--- src/core/adc_mon_defines.svh ---
`ifndef ADC_MON_DEFINES_SVH
`define ADC_MON_DEFINES_SVH

`define OFS_LOW_TH_LO   8'ha5
`define OFS_LOW_TH_HI   8'ha6
`define OFS_HIGH_TH_LO  8'haa
`define OFS_HIGH_TH_HI  8'hab
`define OFS_STAT_FILT   8'hac
`define OFS_VREF_TRIM   8'hc8
`define OFS_VREF_4V096  8'hcc
`define OFS_VREF_1V024  8'hcd
`define OFS_VREF_2V048  8'hce
`define OFS_MON_CTRL    8'hb8
`define OFS_IRQ_STATUS  8'hb9
`define OFS_IRQ_CLEAR   8'hba
`define OFS_IRQ_ENABLE  8'hbb

`define DIR_BIT         7
`define ENABLE_BIT      4
`define LEVEL_LSB       5
`define FILT_RESET      4'h1
`define IRQ_OVER_BIT    0
`define IRQ_UNDER_BIT   1

`endif

--- src/core/adc_mon_pkg.sv ---
package adc_mon_pkg;

  typedef enum logic [1:0] {
    CAND_NONE,
    CAND_UNDER,
    CAND_OVER
  } cand_t;

  typedef struct packed {
    logic        wr;
    logic        rd;
    logic [7:0]  addr;
    logic [7:0]  wdata;
  } reg_req_t;

  typedef struct packed {
    logic [7:0]  low_lo;
    logic [7:0]  low_hi;
    logic [7:0]  high_lo;
    logic [7:0]  high_hi;
    logic [3:0]  filt;
    logic        dir;
    logic [7:0]  trim;
    logic        enable;
    logic [1:0]  level;
    logic [3:0]  count;
    cand_t       last;
    logic [1:0]  irq_stat;
    logic [1:0]  irq_en;
    logic        event_p;
    logic [7:0]  rdata;
  } mon_state_t;

endpackage : adc_mon_pkg

--- src/core/adc_auto_monitor.sv ---
`timescale 1ns/1ps
`include "adc_mon_defines.svh"

// Overview of operation
// - On each monitor event bit 7 of the status register shows 1 for overflow and 0 for underflow.
// - Filter value 0 turns monitoring off and 1 raises an event on a single result.
// - Filter values 2 to 15 raise an event only after that many consecutive agreeing results.
// - The lower threshold is two writable bytes at 0xa5 and 0xa6, reset to zero.
// - The upper threshold is two writable bytes at 0xaa and 0xab, reset to zero.
// - After reset the active trim register at 0xc8 holds the 1.024V factor.
// - The three factors at 0xcd, 0xce and 0xcc are read-only and writes to them are ignored.
// - Monitoring runs only while the monitor enable bit is one.
// - Level code 00 picks 1.024V, 01 picks 2.048V and 1x picks 4.096V.
module adc_auto_monitor
  import adc_mon_pkg::*;
#(
  parameter logic [7:0] FACTOR_1V024 = 8'h80, // Arbitrary default, set per die
  parameter logic [7:0] FACTOR_2V048 = 8'h80, // Arbitrary default, set per die
  parameter logic [7:0] FACTOR_4V096 = 8'h80, // Arbitrary default, set per die
  parameter int         RESULT_W     = 16
) (
  input  wire logic                ref_clk,
  input  wire logic                rst_b,
  input  wire logic [7:0]          reg_addr,
  input  wire logic [7:0]          reg_wdata,
  input  wire logic                reg_wr,
  input  wire logic                reg_rd,
  output logic      [7:0]          reg_rdata,
  input  wire logic                result_valid,
  input  wire logic [RESULT_W-1:0] result_data,
  output logic                     monitor_event,
  output logic                     monitor_direction_flag,
  output logic      [7:0]          active_vref_trim,
  output logic      [7:0]          selected_factor,
  output logic      [1:0]          internal_ref_level_select,
  output logic                     irq
);

  // Comparator is 16 bits wide, so wider results cannot be served
  if (RESULT_W < 1 || RESULT_W > 16) begin : g_bad_width
    $error("RESULT_W must be 1 to 16");
  end

  ////////////////////////////////////////////////////////////////////////////
  mon_state_t st_r;
  mon_state_t st_nxt;
  reg_req_t   req;
  logic [15:0] low_th;
  logic [15:0] high_th;
  logic [15:0] result16;
  cand_t       cand;
  logic        fire;

  assign req      = '{wr: reg_wr, rd: reg_rd, addr: reg_addr, wdata: reg_wdata};
  assign low_th   = {st_r.low_hi, st_r.low_lo};
  assign high_th  = {st_r.high_hi, st_r.high_lo};
  assign result16 = 16'(result_data);

  function automatic logic [7:0] factor_for(input logic [1:0] lvl);
    logic [7:0] f;
    f = FACTOR_1V024;
    unique case (lvl)
      2'b00: f = FACTOR_1V024;
      2'b01: f = FACTOR_2V048;
      default: f = FACTOR_4V096;
    endcase
    return f;
  endfunction : factor_for

  ////////////////////////////////////////////////////////////////////////////
  always_comb begin
    if (result16 > high_th) begin
      cand = CAND_OVER;
    end else if (result16 < low_th) begin
      cand = CAND_UNDER;
    end else begin
      cand = CAND_NONE;
    end
  end

  always_comb begin
    st_nxt         = st_r;
    st_nxt.event_p = 1'b0;
    fire           = 1'b0;

    // Monitoring stage; a new result is needed before any counting
    if (!st_r.enable || st_r.filt == 4'h0) begin
      st_nxt.count = 4'h0;
      st_nxt.last  = CAND_NONE;
    end else if (result_valid) begin
      if (cand == CAND_NONE) begin
        st_nxt.count = 4'h0;
        st_nxt.last  = CAND_NONE;
      end else begin
        // Opposite kind restarts at one rather than zero
        if (cand != st_r.last || st_r.count == 4'h0) begin
          st_nxt.count = 4'h1;
        end else if (st_r.count != 4'hf) begin
          st_nxt.count = st_r.count + 4'h1;
        end
        st_nxt.last = cand;
        if (st_nxt.count >= st_r.filt) begin
          fire         = 1'b1;
          st_nxt.count = 4'h0;  // Count starts over after each event
          st_nxt.last  = CAND_NONE;
        end
      end
    end

    if (fire) begin
      st_nxt.dir     = (cand == CAND_OVER);
      st_nxt.event_p = 1'b1;
    end

    // Register writes
    if (req.wr) begin
      unique case (req.addr)
        `OFS_LOW_TH_LO:  st_nxt.low_lo  = req.wdata;
        `OFS_LOW_TH_HI:  st_nxt.low_hi  = req.wdata;
        `OFS_HIGH_TH_LO: st_nxt.high_lo = req.wdata;
        `OFS_HIGH_TH_HI: st_nxt.high_hi = req.wdata;
        `OFS_STAT_FILT:  st_nxt.filt    = req.wdata[3:0];
        `OFS_VREF_TRIM:  st_nxt.trim    = req.wdata;
        `OFS_MON_CTRL: begin
          st_nxt.enable = req.wdata[`ENABLE_BIT];
          st_nxt.level  = req.wdata[`LEVEL_LSB +: 2];
        end
        `OFS_IRQ_CLEAR:  st_nxt.irq_stat = st_r.irq_stat & ~req.wdata[1:0];
        `OFS_IRQ_ENABLE: st_nxt.irq_en   = req.wdata[1:0];
        default: ;  // Factor registers ignore writes
      endcase
    end

    // Set wins over a same-cycle clear
    if (fire) begin
      if (cand == CAND_OVER) begin
        st_nxt.irq_stat[`IRQ_OVER_BIT] = 1'b1;
      end else begin
        st_nxt.irq_stat[`IRQ_UNDER_BIT] = 1'b1;
      end
    end

    // Read data for the cycle after the strobe
    st_nxt.rdata = 8'h00;
    if (req.rd) begin
      unique case (req.addr)
        `OFS_LOW_TH_LO:  st_nxt.rdata = st_r.low_lo;
        `OFS_LOW_TH_HI:  st_nxt.rdata = st_r.low_hi;
        `OFS_HIGH_TH_LO: st_nxt.rdata = st_r.high_lo;
        `OFS_HIGH_TH_HI: st_nxt.rdata = st_r.high_hi;
        `OFS_STAT_FILT:  st_nxt.rdata = {st_r.dir, 3'h0, st_r.filt};
        `OFS_VREF_TRIM:  st_nxt.rdata = st_r.trim;
        `OFS_VREF_4V096: st_nxt.rdata = FACTOR_4V096;
        `OFS_VREF_1V024: st_nxt.rdata = FACTOR_1V024;
        `OFS_VREF_2V048: st_nxt.rdata = FACTOR_2V048;
        `OFS_MON_CTRL:   st_nxt.rdata = {1'b0, st_r.level, st_r.enable, 4'h0};
        `OFS_IRQ_STATUS: st_nxt.rdata = {6'h00, st_r.irq_stat};
        `OFS_IRQ_ENABLE: st_nxt.rdata = {6'h00, st_r.irq_en};
        default:         st_nxt.rdata = 8'h00;
      endcase
    end
  end

  ////////////////////////////////////////////////////////////////////////////
  always_ff @(posedge ref_clk) begin
    if (!rst_b) begin
      st_r          <= '0;
      st_r.filt     <= `FILT_RESET;
      st_r.trim     <= FACTOR_1V024;
      st_r.last     <= CAND_NONE;
    end else begin
      st_r <= st_nxt;
    end
  end

  assign reg_rdata                 = st_r.rdata;
  assign monitor_event             = st_r.event_p;
  assign monitor_direction_flag    = st_r.dir;
  assign active_vref_trim          = st_r.trim;
  assign internal_ref_level_select = st_r.level;
  assign selected_factor           = factor_for(st_r.level);
  assign irq                       = |(st_r.irq_stat & st_r.irq_en);

endmodule : adc_auto_monitor

--- config.mk ---
export PLATFORM = sky130hd
export DESIGN_NAME = adc_auto_monitor
export DESIGN_NICKNAME = d
export VERILOG_FILES = /design/src/core/adc_mon_pkg.sv /design/src/core/adc_auto_monitor.sv
export VERILOG_INCLUDE_DIRS = /design/src /design/src/core
export SDC_FILE = /design/constraint.sdc
export NUM_CORES = 1
export LEC_CHECK = 0
export BUFFER_PORTS_ARGS = -buffer_cell sky130_fd_sc_hd__buf_2
export CAP_MARGIN = 20
export CORE_MARGIN = 1.5
export CORE_UTILIZATION = 50
export CTS_CLUSTER_SIZE = 24
export DETAILED_ROUTE_END_ITERATION = 12
export PLACE_DENSITY = 0.78
export SKIP_CTS_REPAIR_TIMING = 1
export SLEW_MARGIN = 30
export SYNTH_ARGS = -nofsm -noshare
export SYNTH_HDL_FRONTEND = slang
export SYNTH_SLANG_ARGS = --single-unit
--- constraint.sdc ---
create_clock -name ref_clk -period 4.6 [get_ports ref_clk]
set_input_delay 0.69 -clock ref_clk [delete_from_list [all_inputs] [get_ports ref_clk]]
set_output_delay 0.69 -clock ref_clk [all_outputs]
set_load 0.1 [all_outputs]
==> impl_metrics.toml, run 1 <==
[run_status]
outcome = "complete, no violations"

[power_and_ir_drop]
pwr_density_cell_nw_per_um2 = 248
total_power_mw = 1.17
p_leak_nw = 1.72
ir_drop_mv = 0.181

[cts]
clock_sinks = 67
cts-root-buf = "clkbuf_8"
h-tree-depth = 3
clock_path_buffers = 2
cts.clk_slew.worst_paths_ps = 80
cts_buffers = 9
clkLatencyLatePin_ps = 350
cts_tree = "yes"

[logic_synthesis]
syn_avg_cell_area_um2 = 8.02
yosysWarnings = 0
synth_edf_count = 0
ys.flop_type = "dfxtp_1"
async_reset_ff_share_pct = 0
ys_types = 63
seq_area_frac_synth_pct = 31.1
synth_area_leader_cell = "dfxtp_1"
synth_top_cells_by_count = "nand2_1, dfxtp_1, nand3_1"
synth-seq-cells = 67
synth_top_area_share_pct = 31.1
netlist_area_um2 = 4320
syn_inst = 538
synth_area_leaders = "dfxtp_1, ha_1, a21boi_0, nand2_1, nand3_1"
yosysMostFrequentCell = "nand2_1"

[worst_setup_path]
r2r-end = "st_r[16]"
cpMaxStageDelayCell = "or4_1"
crit_family = "simple AND/OR/NAND/NOR gates"
ff2ff_path_depth = 17
path_class = "in2reg"
r2r_slack_ps = 270
critPathCapture = "st_r[16]"
critPathMaxStageDelay_ps = 580
path_cells = "buf_2 > ha_1 > nand4_1 > or4_1 > o32ai_2 > or2_1 > a21oi_2 > mux2_4 > nor3_2 > ha_1 > nand2b_1 > a2111oi_1 > or3_1 > nand4_1 > inv_1 > o21ai_1 > o32ai_2"
cp_data_arrival_time_ps = 4610
cp-end-kind = "register"
crit_buf_inv = 2
startpoint_type = "input pin"
path_max_fanout = 4
crit_path_start = "result_data[14]"
cp.required_ps = 4860
reg2reg_from = "low_th[14]"
critical_path_depth = 17

[detailed_routing]
firstDrtPassIters = 5
ant_nets = 0
wl_met2_mm = 4.98
via_count = 4027
drc = 0
drt-initial-drc-count = 302
wl_met1_mm = 5.23
drt_wl_total_mm = 11.3
top_layer = "met4"
routed_via_density = 5.91
avgRoutedWirePerCell_um = 16.6
met3_length_um = 798

[timing]
setup_violations = 0
drv_slew = 0
fmax_ghz = 0.230
rsz0062_at_grt = "false"
period_share_pct = 94.7
tightestPinTransition_ps = 902
fin_skew_ps = 14.2
max_slew_margin_pct = 39.7
hold_violations = 0
period_minus_slack_ps = 4360
worst_slack_ps = 244

[floorplan]
die_w_um = 95.9
core-area_um2 = 8300
die_y_um = 95.9
io_pins = 66
dieArea_um2 = 9200
start_util_pct = 52.0
row_count = 33

[global_routing]
grt_pass1_wl_mm = 18.3
overflow = 0
grt_max_degree = 57
antenna_found_initial = 0
grt_use_total_pct = 26.2
grt_pass1_vias = 3762

[worst_hold_path]
hp-class = "reg2reg"

[finish]
final_util_pct = 57.0
antenna_cells = 0
area_delta_synth_final_pct = 9.68
postLayoutCellArea_um2 = 4730
drive_above_1_share_pct = 17.2
finalNetCount = 645
instances_no_fill = 681

[place]
globalplace.congestion = 0.946
place_area_um2 = 4530
place_ws_ps = -106
dp_cells = 665
port_buffers = 57
hpwl_mm = 8.57

[run]
cap_violations = 0
-- registers in the layout, indices dropped and copies added (netlist names) --
name                       count
st_r                          15
monitor_direction_flag         1
high_th                       16
internal_ref_level_select      2
reg_rdata                      8
active_vref_trim               8
low_th                        16
monitor_event                  1
-- kinds of logic (layout without fill, tap and decap cells) --
| logic type | count (synthesis) | in the layout | share of synthesized area (%) |
|---|---|---|---|
| muxes | 12 | 12 | 2.90 |
| DFF | 67 | 67 | 31.1 |
| xor gates and xnor gates | 1 | 1 | 0.203 |
| buffers and inverters | 94 | 126 | 10.7 |
| and+or+nand+nor | 205 | 205 | 23.8 |
| AOI/OAI and AO/OA | 120 | 120 | 20.4 |
| adders and majority gates | 37 | 37 | 10.7 |
| other | 2 | 8 | 0.174 |
-- final cells by class --
type                       count  area [µm²]
multi-input combinational    383        2570
clock inverter                 7        52.6
tap                          105         131
timing repair buffer          65         345
inverter                      45         169
clock buffer                   9         124
fill                         763        3560
sequential                    67        1340
-- where the power goes --
group          internal [mW]  switching (mW)  total, mW
Sequential             0.580        0.000538      0.580
Combinational         0.0449          0.0984      0.143
Clock                  0.197           0.254      0.451
Total                  0.822           0.353       1.17
-- per-layer routing --
layer  vias up  global-route usage, %
met2       184                   39.8
met3        23                   4.74
li1       1948                      -
met5         -                      0
met1      1872                   36.5
met4         0                   10.5
-- stage by stage --
step | hold WS, ps | TNS, ps
finish | 491 | 0
floorplan | 456 | 0
global placement | 471 | 0
detailed placement | 477 | -163
CTS | 489 | 0
global route | 513 | 0
-- cells in the final DEF (no fill, tap or decap), types with 2 or more instances in the layout --
| cell | count |
|---|---|
| nand3_1 | 50 |
| or4_1 | 2 |
| nand2_1 | 80 |
| a221oi_1 | 9 |
| ha_1 | 37 |
| a21boi_0 | 40 |
| o31ai_1 | 2 |
| and2_1 | 4 |
| nor3_2 | 3 |
| o21ai_0 | 8 |
| buf_2 | 57 |
| buf_4 | 8 |
| o32ai_2 | 2 |
| nor4b_2 | 2 |
| a21oi_1 | 20 |
| or3_1 | 2 |
| inv_1 | 45 |
| clkbuf_8 | 9 |
| mux2i_1 | 11 |
| conb_1 | 8 |
| and3_1 | 2 |
| nor2b_1 | 11 |
| o221ai_1 | 2 |
| nor2_1 | 12 |
| dfxtp_1 | 67 |
| nand4_1 | 9 |
| a222oi_1 | 2 |
| o21a_1 | 3 |
| nor3_1 | 9 |
| nor4_2 | 2 |
| nor3b_2 | 2 |
| nand3b_1 | 2 |
| nand2b_1 | 5 |
| a221o_1 | 2 |
| a22oi_1 | 14 |
| clkinvlp_4 | 4 |
| a21boi_1 | 2 |
-- worst reg2reg max path, cell delays in order, from the launching register on --
cell and delay (ps):
dfxtp_1 360, inv_1 60, ha_1 320, nand4_1 160, or4_1 580, o32ai_2 340
or2_1 180, a21oi_2 60, mux2_4 300, nor3_2 160, ha_1 240, nand2b_1 150
a2111oi_1 370, or3_1 190, nand4_1 210, inv_1 190, o21ai_1 120, o32ai_2 240
-- worst min path at each step --
stage / start / to / cells past startpoint
after floorplan: high_th[8] / high_th[8] / 2
after global placement: high_th[4] / high_th[4] / 2
after detailed placement: low_th[15] / low_th[15] / 2
after CTS: low_th[15] / low_th[15] / 2
after global routing: low_th[14] / low_th[14] / 2
final: low_th[15] / low_th[15] / 2
No activity file was read; power rests on OpenSTA's default activity.
==> inputs of run 2 (changes only) <==
SETUP_SLACK_MARGIN = 0.4   (was not set)
==> impl_metrics.toml, run 2 (synthesis results as in run 1) <==
[power_and_ir_drop]
total_power_mw = 1.24
p_leak_nw = 1.81
pwr_density_cell_nw_per_um2 = 249
ir_drop_mv = 0.176

[global_routing]
grt_max_degree = 57
overflow = 0
use_met1_pct = 37.9
grt_pass1_wl_mm = 18.2
grt_pass1_vias = 3682
grt_use_total_pct = 25.7
busiest_layer = "met1"
grt_use_met3_pct = 4.82
use_met2_pct = 37.7
antenna_found_initial = 0

[timing]
worst_slack_ps = 446
tightestPinTransition_ps = 883
fin_skew_ps = 13.8
period_share_pct = 90.3
setup_violations = 0
rsz0062_at_grt = "true"
hold_violations = 0
fmax_ghz = 0.241
max_slew_margin_pct = 41.0
period_minus_slack_ps = 4150
drv_slew = 0

[detailed_routing]
avgRoutedWirePerCell_um = 17.1
routed_via_density = 5.91
drc = 0
ant_nets = 0
drt_wl_total_mm = 11.7
drt-initial-drc-count = 297
via_count = 4043
firstDrtPassIters = 6

[place]
hpwl_mm = 8.40
port_buffers = 57
place_ws_ps = -83.9
place_area_um2 = 4530
dp_cells = 664
globalplace.congestion = 0.960

[worst_setup_path]
cp.required_ps = 4870
cpMaxStageDelayCell = "or4_4"
crit_buf_inv = 2
path_cells = "buf_6 > ha_4 > nand4_1 > or4_4 > or3_4 > nand2_4 > mux2_4 > buf_4 > nor3_2 > ha_1 > a2111oi_4 > or3_1 > nand4_1 > nor3b_2 > o21ai_1 > a22oi_1"
path_class = "in2reg"
path_max_fanout = 4
crit_family = "simple AND/OR/NAND/NOR gates"
cp_data_arrival_time_ps = 4420
crit_path_frequent_cell = "nand4_1"
startpoint_type = "input pin"
cp-end-kind = "register"
critPathMaxStageDelay_ps = 590

[cts]
cts-root-buf = "clkbuf_8"
clock_sinks = 67
cts.clk_slew.worst_paths_ps = 80
h-tree-depth = 3
clock_path_buffers = 2
cts_tree = "yes"
clkLatencyLatePin_ps = 350
cts_buffers = 9

[run_status]
outcome = "complete, no violations"

[floorplan]
die_y_um = 95.9
row_count = 33
core-area_um2 = 8300
io_pins = 66
start_util_pct = 52.0
die_w_um = 95.9
dieArea_um2 = 9200

[finish]
final_util_pct = 59.9
area_delta_synth_final_pct = 15.2
postLayoutCellArea_um2 = 4970
layout_common_cells = "nand2_1, dfxtp_1, buf_2"
finalNetCount = 649
drive_above_1_share_pct = 22.5
antenna_cells = 0
instances_no_fill = 684
final_common_cell = "nand2_1"

[run]
cap_violations = 0

[worst_hold_path]
hp-class = "reg2reg"
-- run 2: layout make-up --
cell class / count / area (µm²)
Fill cell: 732 / 3330
Timing Repair Buffer: 69 / 397
Sequential cell: 67 / 1360
Clock buffer: 10 / 138
Tap cell: 105 / 131
Multi-Input combinational cell: 383 / 2720
Clock inverter: 5 / 62.6
Inverter: 45 / 169
-- run 2: final timing paths --
path,from,endpoint,slack [ps],depth (start not counted)
max,result_data[15],st_r[18],450,16
min,internal_ref_level_select[1],internal_ref_level_select[1],490,2
max reg2reg,high_th[15],st_r[18],460,16
min reg2reg,internal_ref_level_select[1],internal_ref_level_select[1],490,2
-- run 2: metal layers --
layer  vias up  wire, µm
met1      1903      5560
met4         0       226
met2       171      5080
met3        20       811
met5         -         0
li1       1949         -
-- run 2: power breakdown --
part	switching, mW	internal [mW]	leakage, nW
Clock	0.239	0.265	0.0950
Sequential	0.000541	0.579	0.544
Combinational	0.102	0.0529	1.17
-- run 2: worst reg2reg max path: stages (launching register included) --
cell	delay (ps)
dfxtp_4	370
inv_2	60
ha_4	270
nand4_1	190
or4_4	590
or3_4	380
nand2_4	80
mux2_4	330
buf_4	150
nor3_2	130
ha_1	290
a2111oi_4	290
or3_1	170
nand4_1	220
nor3b_2	260
o21ai_1	80
a22oi_1	190
-- run 2: per-stage QoR --
stage | hold WS, ps | setup TNS (ps)
after floorplan | 456 | 0
after global placement | 469 | 0
after detailed placement | 478 | -178
after CTS | 489 | 0
after global routing | 519 | 0
final | 485 | 0
